===== src/verilog/crxf_pkg.sv =====
// Package: register map, field layout and encodings of the Rx queue block
// Function
// - Data size code selects bytes and words
// - Mode bit zero selects blocking, reset default
// - Blocking: full when put equals get, stop storing
// - Full sets status bit and full interrupt flag
// - Message on full blocking queue lost, flags set
// - Mode bit one selects overwrite mode
// - Error code zero after successful frame
// - Stuff error records code one
// - Form error records code two
// - Missing acknowledge records code three
// - Recessive sent, dominant seen records code four
// - Dominant sent, recessive seen records code five
// - Bus-off recovery eleven recessive bits records five
// - Checksum mismatch records code six
// - Status read resets error code to seven
// - Delay compensation writable only with both enables
// - Line select bits route sources to line one
package crxf_pkg;
  // ----------------------------------------------------------------
  // Register offsets
  // ----------------------------------------------------------------
  localparam logic [7:0] OFS_CORE_CONTROL = 8'h18;
  localparam logic [7:0] OFS_PROTO_STATUS = 8'h44;
  localparam logic [7:0] OFS_TDC          = 8'h48;
  localparam logic [7:0] OFS_IRQ_FLAGS    = 8'h50;
  localparam logic [7:0] OFS_IRQ_MASK     = 8'h54;
  localparam logic [7:0] OFS_LINE_SELECT  = 8'h58;
  localparam logic [7:0] OFS_Q_CONFIG     = 8'ha0;
  localparam logic [7:0] OFS_Q_STATUS     = 8'ha4;
  localparam logic [7:0] OFS_Q_ACK        = 8'ha8;
  localparam logic [7:0] OFS_ELEM_SIZE    = 8'hbc;
  // ----------------------------------------------------------------
  // Field positions and reset values
  // ----------------------------------------------------------------
  localparam int CC_INIT_BIT   = 0;
  localparam int CC_CCE_BIT    = 1;
  localparam int QC_MODE_BIT   = 31;
  localparam int QS_FULL_BIT   = 24;
  localparam int QS_LOST_BIT   = 25;
  localparam int QS_PUT_POS    = 16;
  localparam int QS_GET_POS    = 8;
  localparam int IR_NEW_BIT    = 0;
  localparam int IR_FULL_BIT   = 2;
  localparam int IR_LOST_BIT   = 3;
  localparam int LS_LOW_BIT    = 22;
  localparam int IRQ_W         = 4;
  localparam int QIDX_W        = 6;
  localparam int SRC_W         = 5;
  localparam logic [31:0] CC_RESET  = 32'h0000_0001;
  localparam logic [31:0] TDC_RESET = 32'h0000_0000;
  localparam logic [6:0]  TDC_MASK  = 7'h7f;
  localparam logic [QIDX_W-1:0] QSIZE_RESET = 6'h08;
  // ----------------------------------------------------------------
  // Last error code values
  // ----------------------------------------------------------------
  typedef enum logic [2:0] {
    LEC_NONE = 3'h0, LEC_STUFF = 3'h1, LEC_FORM = 3'h2, LEC_ACK = 3'h3,
    LEC_BIT1 = 3'h4, LEC_BIT0 = 3'h5, LEC_CRC = 3'h6, LEC_NC = 3'h7
  } crxf_lec_t;
  // Protocol events from the bit engine, one-cycle pulses
  typedef struct packed {
    logic ok;
    logic stuff;
    logic form;
    logic ack;
    logic bit1;
    logic bit0;
    logic recov11;
    logic crc;
  } crxf_err_t;
  // Received message offered for storage
  typedef struct packed {
    logic        valid;
    logic [31:0] word;
  } crxf_msg_t;
  // Write port into message RAM
  typedef struct packed {
    logic        we;
    logic [15:0] addr;
    logic [31:0] data;
  } crxf_ram_t;
  // Queue fill state machine
  typedef enum logic [2:0] {
    ST_IDLE = 3'b001, ST_STORE = 3'b010, ST_DROP = 3'b100
  } crxf_state_t;
endpackage : crxf_pkg


===== src/verilog/crxf_top.sv =====
// Rx queue bookkeeping, error code, delay compensation and line routing
//
// The AXI4-Lite register port was decided locally.
`timescale 1ns/1ns
module crxf_top
  import crxf_pkg::*;
(
  input  wire logic              clk,
  input  wire logic              srst,
  input  wire logic [7:0]        s_axi_awaddr,
  input  wire logic              s_axi_awvalid,
  output logic                   s_axi_awready,
  input  wire logic [31:0]       s_axi_wdata,
  input  wire logic [3:0]        s_axi_wstrb,
  input  wire logic              s_axi_wvalid,
  output logic                   s_axi_wready,
  output logic [1:0]             s_axi_bresp,
  output logic                   s_axi_bvalid,
  input  wire logic              s_axi_bready,
  input  wire logic [7:0]        s_axi_araddr,
  input  wire logic              s_axi_arvalid,
  output logic                   s_axi_arready,
  output logic [31:0]            s_axi_rdata,
  output logic [1:0]             s_axi_rresp,
  output logic                   s_axi_rvalid,
  input  wire logic              s_axi_rready,
  input  wire crxf_msg_t         rx_msg,
  input  wire crxf_err_t         err_ev,
  input  wire logic [SRC_W-1:0]  src_ev,
  output crxf_ram_t              ram_wr,
  output logic [6:0]             tdc_value,
  output logic                   irq_line0,
  output logic                   irq_line1
);
  // ----------------------------------------------------------------
  // Registers
  // ----------------------------------------------------------------
  logic [31:0]        cc_q;
  logic [31:0]        tdc_q;
  logic [31:0]        qcfg_q;
  logic [2:0]         esz_q;
  logic [31:0]        lsel_q;
  logic [IRQ_W-1:0]   irf_q;
  logic [IRQ_W:0]     irm_q;
  logic [SRC_W-1:0]   srcf_q;
  logic [QIDX_W-1:0]  put_q;
  logic [QIDX_W-1:0]  get_q;
  logic [QIDX_W:0]    fill_q;
  logic               lost_q;
  crxf_lec_t          lec_q;
  crxf_state_t        st_q;
  logic [31:0]        msg_q;
  logic               aw_q;
  logic               w_q;
  logic [7:0]         awa_q;
  logic [31:0]        wd_q;
  logic [QIDX_W-1:0]  qsize;
  logic               full;
  logic               wr_go;
  logic               rd_go;
  logic               ack_wr;
  logic [QIDX_W-1:0]  ack_idx;
  logic [4:0]         esize;
  logic [6:0]         dbytes;
  assign qsize  = qcfg_q[QS_PUT_POS +: QIDX_W] == '0 ? QSIZE_RESET
                                                     : qcfg_q[QS_PUT_POS +: QIDX_W];
  assign full   = fill_q == {1'b0, qsize};
  // ----------------------------------------------------------------
  // Element size decode
  // ----------------------------------------------------------------
  always_comb begin
    case (esz_q)
      3'b000:  begin esize = 5'd4;  dbytes = 7'd8;  end
      3'b001:  begin esize = 5'd5;  dbytes = 7'd12; end
      3'b010:  begin esize = 5'd6;  dbytes = 7'd16; end
      3'b011:  begin esize = 5'd7;  dbytes = 7'd20; end
      3'b100:  begin esize = 5'd8;  dbytes = 7'd24; end
      3'b101:  begin esize = 5'd10; dbytes = 7'd32; end
      3'b110:  begin esize = 5'd14; dbytes = 7'd48; end
      default: begin esize = 5'd18; dbytes = 7'd64; end
    endcase
  end
  // ----------------------------------------------------------------
  // AXI4-Lite slave
  // ----------------------------------------------------------------
  assign wr_go  = aw_q && w_q && !s_axi_bvalid;
  assign rd_go  = s_axi_arvalid && s_axi_arready;
  assign ack_wr = wr_go && awa_q == OFS_Q_ACK;
  assign ack_idx = wd_q[QIDX_W-1:0];
  always_ff @(posedge clk) begin
    if (srst) begin
      aw_q <= 1'b0;
      w_q <= 1'b0;
      awa_q <= 8'h00;
      wd_q <= 32'h0000_0000;
      s_axi_awready <= 1'b0;
      s_axi_wready <= 1'b0;
      s_axi_bvalid <= 1'b0;
      s_axi_bresp <= 2'b00;
    end else begin
      s_axi_awready <= !aw_q && !s_axi_awready && s_axi_awvalid;
      s_axi_wready <= !w_q && !s_axi_wready && s_axi_wvalid;
      if (s_axi_awvalid && s_axi_awready) begin
        aw_q <= 1'b1;
        awa_q <= s_axi_awaddr;
      end
      if (s_axi_wvalid && s_axi_wready) begin
        w_q <= 1'b1;
        wd_q <= s_axi_wdata;
      end
      if (wr_go) begin
        aw_q <= 1'b0;
        w_q <= 1'b0;
        s_axi_bvalid <= 1'b1;
        s_axi_bresp <= 2'b00;
      end else if (s_axi_bready) begin
        s_axi_bvalid <= 1'b0;
      end
    end
  end
  always_ff @(posedge clk) begin
    if (srst) begin
      s_axi_arready <= 1'b0;
      s_axi_rvalid <= 1'b0;
      s_axi_rdata <= 32'h0000_0000;
      s_axi_rresp <= 2'b00;
    end else begin
      s_axi_arready <= !s_axi_arready && !s_axi_rvalid && s_axi_arvalid;
      if (rd_go) begin
        s_axi_rvalid <= 1'b1;
        s_axi_rresp <= 2'b00;
        case (s_axi_araddr)
          OFS_CORE_CONTROL: s_axi_rdata <= cc_q;
          OFS_PROTO_STATUS: s_axi_rdata <= {29'h0, lec_q};
          OFS_TDC:          s_axi_rdata <= tdc_q;
          OFS_IRQ_FLAGS:    s_axi_rdata <= {27'h0, srcf_q == '0 ? 1'b0 : 1'b1, irf_q};
          OFS_IRQ_MASK:     s_axi_rdata <= {27'h0, irm_q};
          OFS_LINE_SELECT:  s_axi_rdata <= lsel_q;
          OFS_Q_CONFIG:     s_axi_rdata <= qcfg_q;
          OFS_Q_STATUS:     s_axi_rdata <= {6'h0, lost_q, full, 2'h0, put_q,
                                            2'h0, get_q, 1'b0, fill_q};
          OFS_ELEM_SIZE:    s_axi_rdata <= {17'h0, dbytes, 3'h0, esize};
          default: begin
            s_axi_rdata <= 32'h0000_0000;
            s_axi_rresp <= 2'b10;
          end
        endcase
      end else if (s_axi_rready) begin
        s_axi_rvalid <= 1'b0;
      end
    end
  end
  // ----------------------------------------------------------------
  // Configuration registers
  // ----------------------------------------------------------------
  always_ff @(posedge clk) begin
    if (srst) begin
      cc_q <= CC_RESET;
      tdc_q <= TDC_RESET;
      qcfg_q <= 32'h0000_0000;
      esz_q <= 3'b000;
      lsel_q <= 32'h0000_0000;
      irm_q <= '0;
    end else if (wr_go) begin
      case (awa_q)
        OFS_CORE_CONTROL: cc_q <= {30'h0, wd_q[CC_CCE_BIT],
                                   wd_q[CC_INIT_BIT]};
        OFS_TDC: begin
          // Locked out while running so the compensation cannot shift mid-frame
          if (cc_q[CC_CCE_BIT] && cc_q[CC_INIT_BIT]) begin
            tdc_q <= {25'h0, wd_q[6:0] & TDC_MASK};
          end
        end
        OFS_Q_CONFIG:    qcfg_q <= wd_q;
        OFS_ELEM_SIZE:   esz_q <= wd_q[2:0];
        OFS_IRQ_MASK:    irm_q <= wd_q[IRQ_W:0];
        OFS_LINE_SELECT: lsel_q <= {5'h0, wd_q[26:22], 22'h0};
        default: ;
      endcase
    end
  end
  // ----------------------------------------------------------------
  // Queue fill state machine
  // ----------------------------------------------------------------
  always_ff @(posedge clk) begin
    if (srst) begin
      st_q <= ST_IDLE;
      msg_q <= 32'h0000_0000;
    end else begin
      case (st_q)
        ST_IDLE: begin
          if (rx_msg.valid) begin
            msg_q <= rx_msg.word;
            // Blocking mode discards when full; overwrite stores anyway
            st_q <= (full && !qcfg_q[QC_MODE_BIT]) ? ST_DROP : ST_STORE;
          end
        end
        ST_STORE: st_q <= ST_IDLE;
        ST_DROP:  st_q <= ST_IDLE;
        default:  st_q <= ST_IDLE;
      endcase
    end
  end
  // Element address: start plus put index times element words
  always_ff @(posedge clk) begin
    if (srst) begin
      ram_wr <= '0;
    end else begin
      ram_wr.we <= st_q == ST_STORE;
      ram_wr.addr <= qcfg_q[15:0] + 16'(put_q) * 16'(esize);
      ram_wr.data <= msg_q;
    end
  end
  logic q_store;
  logic q_over;
  logic q_pop;
  assign q_store = st_q == ST_STORE;
  assign q_over  = q_store && full;
  assign q_pop   = ack_wr && fill_q != '0 && !q_over;
  // Indices; software acknowledges by writing the last index read
  always_ff @(posedge clk) begin
    if (srst) begin
      put_q <= '0;
      get_q <= '0;
      fill_q <= '0;
    end else begin
      if (q_store) begin
        put_q <= put_q + 1'b1 == qsize ? '0 : put_q + 1'b1;
      end
      if (q_over || q_pop) begin
        get_q <= (q_pop ? ack_idx : get_q) + 1'b1 == qsize ? '0
               : (q_pop ? ack_idx : get_q) + 1'b1;
      end
      if (q_store && !q_over && !q_pop) begin
        fill_q <= fill_q + 1'b1;
      end else if (q_pop && !q_store) begin
        fill_q <= fill_q - 1'b1;
      end
    end
  end
  // ----------------------------------------------------------------
  // Status flags and interrupts
  // ----------------------------------------------------------------
  logic irf_rd;
  logic [IRQ_W-1:0] irf_set;
  assign irf_rd = rd_go && s_axi_araddr == OFS_IRQ_FLAGS;
  assign irf_set = {st_q == ST_DROP, full && ram_wr.we, 1'b0, ram_wr.we};
  always_ff @(posedge clk) begin
    if (srst) begin
      irf_q <= '0;
      srcf_q <= '0;
      lost_q <= 1'b0;
    end else begin
      // Set wins over clear-on-read
      irf_q <= (irf_rd ? '0 : irf_q) | irf_set;
      srcf_q <= (irf_rd ? '0 : srcf_q) | src_ev;
      if (st_q == ST_DROP) begin
        lost_q <= 1'b1;
      end else if (rd_go && s_axi_araddr == OFS_Q_STATUS) begin
        lost_q <= 1'b0;
      end
    end
  end
  // Line routing; queue events go to line 0
  // Mask bit 4 gates the five routed sources on both lines; queue events on line 0 follow mask bits 3 to 0
  always_ff @(posedge clk) begin
    if (srst) begin
      irq_line0 <= 1'b0;
      irq_line1 <= 1'b0;
      tdc_value <= 7'h00;
    end else begin
      irq_line0 <= |(irf_q & irm_q[IRQ_W-1:0])
                   | (irm_q[IRQ_W] & (|(srcf_q & ~lsel_q[LS_LOW_BIT +: SRC_W])));
      irq_line1 <= irm_q[IRQ_W] & (|(srcf_q & lsel_q[LS_LOW_BIT +: SRC_W]));
      tdc_value <= tdc_q[6:0];
    end
  end
  // ----------------------------------------------------------------
  // Last error code
  // ----------------------------------------------------------------
  always_ff @(posedge clk) begin
    if (srst) begin
      lec_q <= LEC_NC;
    end else if (err_ev.crc) begin
      lec_q <= LEC_CRC;
    end else if (err_ev.bit0 || err_ev.recov11) begin
      lec_q <= LEC_BIT0;
    end else if (err_ev.bit1) begin
      lec_q <= LEC_BIT1;
    end else if (err_ev.ack) begin
      lec_q <= LEC_ACK;
    end else if (err_ev.form) begin
      lec_q <= LEC_FORM;
    end else if (err_ev.stuff) begin
      lec_q <= LEC_STUFF;
    end else if (err_ev.ok) begin
      lec_q <= LEC_NONE;
    end else if (rd_go && s_axi_araddr == OFS_PROTO_STATUS) begin
      lec_q <= LEC_NC;
    end
  end
  // ----------------------------------------------------------------
  // Checks
  // ----------------------------------------------------------------
  drop_when_full_a: assert property (@(posedge clk) disable iff (srst)
    st_q == ST_IDLE && rx_msg.valid && full && !qcfg_q[QC_MODE_BIT] |=> st_q == ST_DROP)
    else $error("blocking full queue did not drop");
  lost_flag_set_a: assert property (@(posedge clk) disable iff (srst)
    st_q == ST_DROP |=> lost_q && irf_q[IR_LOST_BIT])
    else $error("lost flags not set");
  overwrite_store_a: assert property (@(posedge clk) disable iff (srst)
    st_q == ST_IDLE && rx_msg.valid && qcfg_q[QC_MODE_BIT] |=> st_q == ST_STORE)
    else $error("overwrite mode refused message");
  lec_read_a: assert property (@(posedge clk) disable iff (srst)
    rd_go && s_axi_araddr == OFS_PROTO_STATUS && err_ev == '0 |=> lec_q == LEC_NC)
    else $error("error code not reset by read");
  lec_crc_a: assert property (@(posedge clk) disable iff (srst)
    err_ev.crc |=> lec_q == LEC_CRC)
    else $error("crc code not recorded");
  lec_stuff_a: assert property (@(posedge clk) disable iff (srst)
    err_ev == 8'h40 |=> lec_q == LEC_STUFF)
    else $error("stuff code not recorded");
  lec_recov_a: assert property (@(posedge clk) disable iff (srst)
    err_ev.recov11 && !err_ev.crc |=> lec_q == LEC_BIT0)
    else $error("recovery code not recorded");
  tdc_lock_a: assert property (@(posedge clk) disable iff (srst)
    !(cc_q[CC_CCE_BIT] && cc_q[CC_INIT_BIT]) |=> $stable(tdc_q))
    else $error("delay compensation written while locked");
  line_route_a: assert property (@(posedge clk) disable iff (srst)
    srcf_q[4] && lsel_q[26] && irm_q[IRQ_W] |=> irq_line1)
    else $error("watchdog not routed to line 1");
  elem_size_a: assert property (@(posedge clk) disable iff (srst)
    esz_q == 3'b111 |-> esize == 5'd18 && dbytes == 7'd64)
    else $error("element size decode wrong");
  elem_size_min_a: assert property (@(posedge clk) disable iff (srst)
    esz_q == 3'b000 |-> esize == 5'd4 && dbytes == 7'd8)
    else $error("smallest element size decode wrong");
  mode_default_a: assert property (@(posedge clk) disable iff (srst)
    $fell(srst) |-> !qcfg_q[QC_MODE_BIT])
    else $error("queue not in blocking mode after reset");
  full_index_a: assert property (@(posedge clk) disable iff (srst)
    full |-> put_q == get_q)
    else $error("full queue with put and get apart");
  blocking_hold_a: assert property (@(posedge clk) disable iff (srst)
    full && !qcfg_q[QC_MODE_BIT] |=> $stable(put_q))
    else $error("full blocking queue moved put index");
  full_flag_set_a: assert property (@(posedge clk) disable iff (srst)
    ram_wr.we && full |=> irf_q[IR_FULL_BIT])
    else $error("full interrupt flag not set");
  drop_discard_a: assert property (@(posedge clk) disable iff (srst)
    st_q == ST_DROP |=> !ram_wr.we)
    else $error("dropped message was written");
  over_keep_fill_a: assert property (@(posedge clk) disable iff (srst)
    st_q == ST_STORE && full |=> $stable(fill_q))
    else $error("overwrite changed fill count");
  lec_ok_a: assert property (@(posedge clk) disable iff (srst)
    err_ev == 8'h80 |=> lec_q == LEC_NONE)
    else $error("no error code not recorded");
  lec_form_a: assert property (@(posedge clk) disable iff (srst)
    err_ev == 8'h20 |=> lec_q == LEC_FORM)
    else $error("form code not recorded");
  lec_ack_a: assert property (@(posedge clk) disable iff (srst)
    err_ev == 8'h10 |=> lec_q == LEC_ACK)
    else $error("acknowledge code not recorded");
  lec_bit1_a: assert property (@(posedge clk) disable iff (srst)
    err_ev == 8'h08 |=> lec_q == LEC_BIT1)
    else $error("recessive bit code not recorded");
  lec_bit0_a: assert property (@(posedge clk) disable iff (srst)
    err_ev.bit0 && !err_ev.crc |=> lec_q == LEC_BIT0)
    else $error("dominant bit code not recorded");
  line0_route_a: assert property (@(posedge clk) disable iff (srst)
    srcf_q[0] && irm_q[IRQ_W] && !lsel_q[LS_LOW_BIT] |=> irq_line0)
    else $error("log overflow not routed to line 0");
  line1_mask_a: assert property (@(posedge clk) disable iff (srst)
    !irm_q[IRQ_W] |=> !irq_line1)
    else $error("masked sources reached line 1");
endmodule : crxf_top


===== config.mk =====
export PLATFORM = sky130hd
export DESIGN_NAME = crxf_top
export DESIGN_NICKNAME = d
export VERILOG_FILES = /design/src/verilog/crxf_pkg.sv /design/src/verilog/crxf_top.sv
export SDC_FILE = /design/constraint.sdc
export NUM_CORES = 1
export LEC_CHECK = 0
export ABC_CLOCK_PERIOD_IN_PS = 8100
export BUFFER_PORTS_ARGS = -buffer_cell sky130_fd_sc_hd__buf_2
export CAP_MARGIN = 25
export CORE_AREA = 2 2 155 157
export CTS_CLUSTER_SIZE = 24
export DETAILED_ROUTE_END_ITERATION = 16
export DIE_AREA = 0 0 157 159
export HOLD_SLACK_MARGIN = 0.06
export MAX_ROUTING_LAYER = met4
export PLACE_DENSITY = 0.72
export SLEW_MARGIN = 10
export SYNTH_ARGS = -nofsm -noshare
export SYNTH_HDL_FRONTEND = slang
export SYNTH_SLANG_ARGS = --single-unit

===== constraint.sdc =====
create_clock -name clk -period 8.1 [get_ports clk]
set_clock_uncertainty 0.15 [all_clocks]
set_input_delay 1.215 -clock clk [delete_from_list [all_inputs] [get_ports clk]]
set_output_delay 1.215 -clock clk [all_outputs]
set_load 0.05 [all_outputs]

==> out/metrics.cfg, run 1 <==
[run_status]
outcome=finished clean

[grt]
grt_max_degree=120
grt.total_usage_pct=24.2
antenna_found_initial=0
gr-total-overflow=0
grt_pass1_wl_um=47800
grt_pass1_vias=9297

[synth]
synth.distinct_cells=59
ys_warn_count=0
avgSynthCellArea_um2=8.32
synth-seq-cells=258
async_flop_share_pct=0
ys.flop_type=dfxtp_1
yosysSeqAreaShare_pct=44.8
synth-edff-count=0
syn_area_um2=11500
syn-instance-count=1385

[pwr]
p_per_area_nw_per_um2=209
finalPower_w=0.00286
vdd_drop_max_v=0.000148
p_leak_nw=5.78

[layout]
final_util_pct=59.2
mostFrequentLayoutCell=nand2_1
layout.nets=1693
design_area_um2=13700
areaGrowthSynthToFinish_pct=19.1
drive_above_1_share_pct=17.7
antennaDiodeCount=0
layout_common_cells=nand2_1 (288), dfxtp_1 (258), buf_2 (195), a21oi_1 (154), nor2_1 (109)

[clock_network]
cts_tree=yes
cts_hold_buf=0
post_cts_buffers=0
path_clk_slew_ns=0.07
clkLatencyLatePin_ns=0.55
cts_resized=0
cts.path.max_buffers=3
cts_inserted_buffers=27
clkSinkCount=258
ctsHtreeMaxLevel=1
root_buffer=clkbuf_16

[timing]
hold_violations=0
maxSlewHeadroom_pct=34.9
timing.final.crit_share_pct=65.7
slew_violations=0
timing.fmax_mhz=188
worstMarginPinSlew_ns=0.968
setup_viol=0
fin_tns_setup_ns=0
rsz0062_at_grt=false
finalWorstSetupSlack_ns=2.77
period_needed_ns=5.33

[setup_path]
crit_type=reg2reg
worstPathArrival_ns=5.59
r2r-start=esz_q[2]
r2r_cells=15
cp_slowest_cell=a21boi_0
reg2reg_slack_ns=2.77
critPathMaxStageDelay_ns=0.81
worst_setup_path_end_kind=flip-flop
required_ns=8.36
crit_fanout=8
worstReg2RegEnd=ram_wr[44]
path_common_cell=fa_1
start_kind=flip-flop
path_cells=a21boi_0 > nand2_1 > fa_1 > fa_1 > fa_1 > inv_1 > ha_1 > nor2b_1 > o21ai_0 > a21boi_0 > o21ai_0 > a21oi_1 > a311oi_1 > xor2_1 > nor2_1

[place]
dp_hpwl_um=20800
placed_area_um2=12700
gp_congestion=0.903
preCtsSetupSlack_ns=2.79
portBuffers=196

[route]
drt_pass1_iterations=5
routed_via_density=5.35
drt_first_iter_violations=855
routed_wl_um=30000
avgRoutedWirePerCell_um=16.0
drc_errors=0
vias=10036
ant_nets=0

[floorplanning]
fp.dieW_um=157
rows=56
die_area_um2=25000
die_y_um=159
ios=204
initial_core_util_pct=49.7
core_um2=23200

[worst_hold_path]
hold_class=reg2reg
min_delay_path_depth=2
min-delay-start=msg_q[24]
min_to=msg_q[24]

[flow_run]
maxCapViolCount=0

per-layer routing:
layer	global-route usage [%]	share of wire (%)
met5	-	0
met3	3.97	7.5
met4	5.50	1.7
met1	33.0	45
met2	37.8	46
report_power, final:
group          switching [W]  internal, W  total (W)
Combinational       0.000134    0.0000671   0.000201
Sequential         0.0000243      0.00130    0.00133
Clock               0.000517     0.000815    0.00133
logic make-up (layout without fill, tap and decap cells):
group,after synthesis,after routing,synth area share [%]
other,1,3,0.0326
multiplexers,33,33,2.90
adder cells (fa/ha/maj),50,50,6.87
buffers and inverters,148,318,5.06
AND/OR/NAND/NOR,591,591,23.4
AO/OA/AOI/OAI,266,266,14.0
flip-flops,258,258,44.8
XOR/XNOR,38,38,2.89
registers in the layout, indices dropped and copies added (netlist names), 8 cells and up:
signal,flops
ram_wr,49
wd_q,32
qcfg_q,32
s_axi_rdata,32
awa_q,8
msg_q,32
worst max-delay path, delay by kind of cell, from the launching register on:
family / cells / cell delay, ns
compound gates: 6 / 2.05
fa+ha+maj: 4 / 1.91
flops: 1 / 0.46
simple gates: 3 / 0.38
xor+xnor: 1 / 0.19
buf+inv: 1 / 0.05
synth_stat cells, types with 22 or more instances:
cell	n	area [µm²]
xnor2_1	22	193
fa_1	22	440
inv_1	57	214
ha_1	28	350
mux2i_1	30	300
a21oi_1	154	771
and2_1	25	156
nand3_1	33	165
o21ai_0	23	115
dfxtp_1	258	5160
nand2_1	288	1080
nor2_1	109	409
nor3_1	26	130
nor2b_1	48	300
clkbuf_1	78	293
layout make-up:
class | count | area [µm²]
fill | 2068 | 9470
multi-input combinational | 981 | 5810
sequential | 258 | 5160
timing repair buffer | 213 | 1160
clock buffer | 37 | 793
tap | 319 | 399
inverter | 57 | 214
clock inverter | 11 | 184
worst max path at each step:
| stage | cells past startpoint | from | to |
|---|---|---|---|
| finish | 15 | esz_q[2] | ram_wr[44] |
| global route | 15 | esz_q[2] | ram_wr[44] |
| CTS | 16 | esz_q[1] | ram_wr[44] |
| detailed placement | 16 | esz_q[1] | ram_wr[44] |
| global placement | 16 | esz_q[1] | ram_wr[44] |
| floorplan | 16 | esz_q[2] | ram_wr[47] |
per-stage QoR:
stage,hold slack [ns],std cells
after global placement,0.287,1821
after CTS,0.300,1873
after global routing,0.320,1876
final,0.299,1876
after floorplan,0.274,1387
after detailed placement,0.292,1825
Power figures use the tool's default switching activity.
==> inputs of run 2 (changes only) <==
- ABC_CLOCK_PERIOD_IN_PS: 8100 -> 5490
- clock period: 8.1 -> 5.49 ns (I/O delays scaled with it)
==> run 2 against run 1 <==
Global-route usage grew 0.78 points. Die area is the same. Wire length grew 2.6%. Sequential cell count is the same. Non-clock buffer count grew 3. Critical path depth grew 1. Sequential power grew 47%. Final cell count grew 0.43%. Clock power grew 56%.
==> out/metrics.cfg, run 2 (synthesis results as in run 1) <==
[run_status]
outcome=finished clean

[pwr]
vdd_drop_max_v=0.000250  ; +69%
p_per_area_nw_per_um2=314  ; +50%
p_leak_nw=5.85  ; +1.2%

[floorplanning]
initial_core_util_pct=49.7  ; unchanged
fp.dieW_um=157  ; unchanged
core_um2=23200  ; unchanged
die_y_um=159  ; unchanged
die_area_um2=25000  ; unchanged
ios=204  ; unchanged
rows=56  ; unchanged

[timing]
worstMarginPinSlew_ns=1.07  ; +0.0994 ns
fin_tns_setup_ns=0  ; unchanged
setup_viol=0  ; unchanged
hold_violations=0  ; unchanged
slew_violations=0  ; unchanged
maxSlewHeadroom_pct=28.6  ; -6.3 points
rsz0062_at_grt=false
period_needed_ns=5.00  ; -0.326 ns
timing.final.crit_share_pct=91.1  ; +25 points
timing.fmax_mhz=200  ; +6.5%

[clock_network]
cts_resized=0  ; unchanged
post_cts_buffers=0  ; unchanged
cts_inserted_buffers=28  ; +3.7%
cts_tree=yes
ctsHtreeMaxLevel=1  ; unchanged
path_clk_slew_ns=0.06  ; about the same
cts_hold_buf=0  ; unchanged
cts.path.max_buffers=3  ; unchanged
clkLatencyLatePin_ns=0.55  ; about the same
clkSinkCount=258  ; unchanged
root_buffer=clkbuf_16

[layout]
layout.nets=1697  ; +0.24%
areaGrowthSynthToFinish_pct=20.2
mostFrequentLayoutCell=nand2_1
drive_above_1_share_pct=18.1  ; +0.43 points
design_area_um2=13800  ; +0.88%
n_fill_cell=2092  ; +1.2%
largest_register_ff_count=49  ; unchanged
regMostFlops=ram_wr
layout_common_cells=nand2_1 (288), dfxtp_1 (258), buf_2 (195), a21oi_1 (154), nor2_1 (109)

[setup_path]
required_ns=5.74  ; -2.62 ns
reg2reg_slack_ns=0.49  ; -2.28 ns
worstReg2RegEnd=ram_wr[46]
worstPathArrival_ns=5.25  ; -0.34 ns
critPathMaxStageDelay_ns=0.55  ; -0.26 ns
start_kind=flip-flop
cp_slowest_cell=fa_1
path_common_cell=fa_1
r2r_cells=16  ; +1
crit_type=reg2reg
worst_setup_path_end_kind=flip-flop
path_cells=a21boi_0 > buf_4 > nand2_1 > fa_1 > fa_1 > fa_1 > inv_1 > ha_1 > nor2b_1 > o21ai_0 > a21boi_0 > o21ai_0 > a21oi_1 > a311oi_1 > or3_1 > a21oi_1
r2r-start=esz_q[2]
crit_fanout=8  ; unchanged

[route]
avgRoutedWirePerCell_um=16.4  ; +2.2%
routed_via_density=5.38  ; +0.52%
routed_wl_um=30800  ; +2.6%
ant_nets=0  ; unchanged
drt_pass1_iterations=6  ; +1
vias=10131  ; +0.95%
drt_first_iter_violations=883  ; +3.3%
drc_errors=0  ; unchanged

[grt]
grt.total_usage_pct=25.0  ; +0.78 points
grt_max_degree=71  ; -41%
grt_pass1_wl_um=49500  ; +3.6%
grt_pass1_vias=9419  ; +1.3%
antenna_found_initial=1  ; +1
gr-total-overflow=0  ; unchanged

[place]
portBuffers=196  ; unchanged
gp_congestion=0.909  ; +0.70%
dp_hpwl_um=21600  ; +4.3%
placed_area_um2=12800  ; +0.61%

[worst_hold_path]
min-delay-start=msg_q[6]
hold_class=reg2reg
min_to=msg_q[6]
min_delay_path_depth=2  ; unchanged

[flow_run]
maxCapViolCount=0  ; unchanged

[run 2: cell type report]
type	count	area, µm²	share of cell area, %
antenna	1	2.50	0.0181
clock buffer	34	773	5.59
clock inverter	18	267	1.93
inverter	57	214	1.55
multi-input combinational	981	5810	42.0
sequential	258	5160	37.3
tap	319	399	2.88
timing repair buffer	216	1210	8.76
[run 2: how the worst max path moves through the flow]
| stage | start | to | slack, ns | cells past startpoint |
|---|---|---|---|---|
| after CTS | esz_q[2] | ram_wr[46] | 0.55 | 16 |
| after detailed placement | esz_q[2] | ram_wr[46] | 0.56 | 16 |
| after global routing | esz_q[2] | ram_wr[46] | 0.18 | 16 |
| final | esz_q[2] | ram_wr[46] | 0.49 | 16 |
| after floorplan | esz_q[2] | ram_wr[47] | 0.92 | 16 |
| after global placement | esz_q[2] | ram_wr[47] | 0.75 | 16 |
[run 2: report_power, final]
group,switching [W],leakage (nW),internal [W]
Clock,0.000789,0.512,0.00129
Sequential,0.0000358,2.09,0.00192
Combinational,0.000200,3.24,0.000103
[run 2: worst max-delay path, delay by kind of cell (launching register included)]
kind	cells	cell delay (ns)
adder cells (fa/ha/maj)	4	1.89
AO/OA/AOI/OAI	7	1.70
flip-flops	1	0.47
AND/OR/NAND/NOR	3	0.41
buffers and inverters	2	0.26
[run 2: through the flow]
stage          power [W]  worst slack [ns]  cells  hold WS, ns  util (%)
6_report         0.00434             0.491   1884        0.298      59.7
3_3_place_gp     0.00229             0.751   1826        0.287      54.7
5_1_grt          0.00448             0.177   1884        0.312      59.7
2_1_floorplan    0.00219             0.920   1387        0.274         -
4_1_cts          0.00436             0.550   1883        0.300      59.7
3_5_place_dp     0.00230             0.562   1831        0.292      55.2
[run 2: per-layer routing]
metal	GRT usage, %	vias to the layer above	share of wire [%]
li1	-	4974	-
met1	34.0	4731	44
met2	38.9	372	46
met3	4.27	54	7.5
met4	5.71	0	2.1
met5	-	-	0
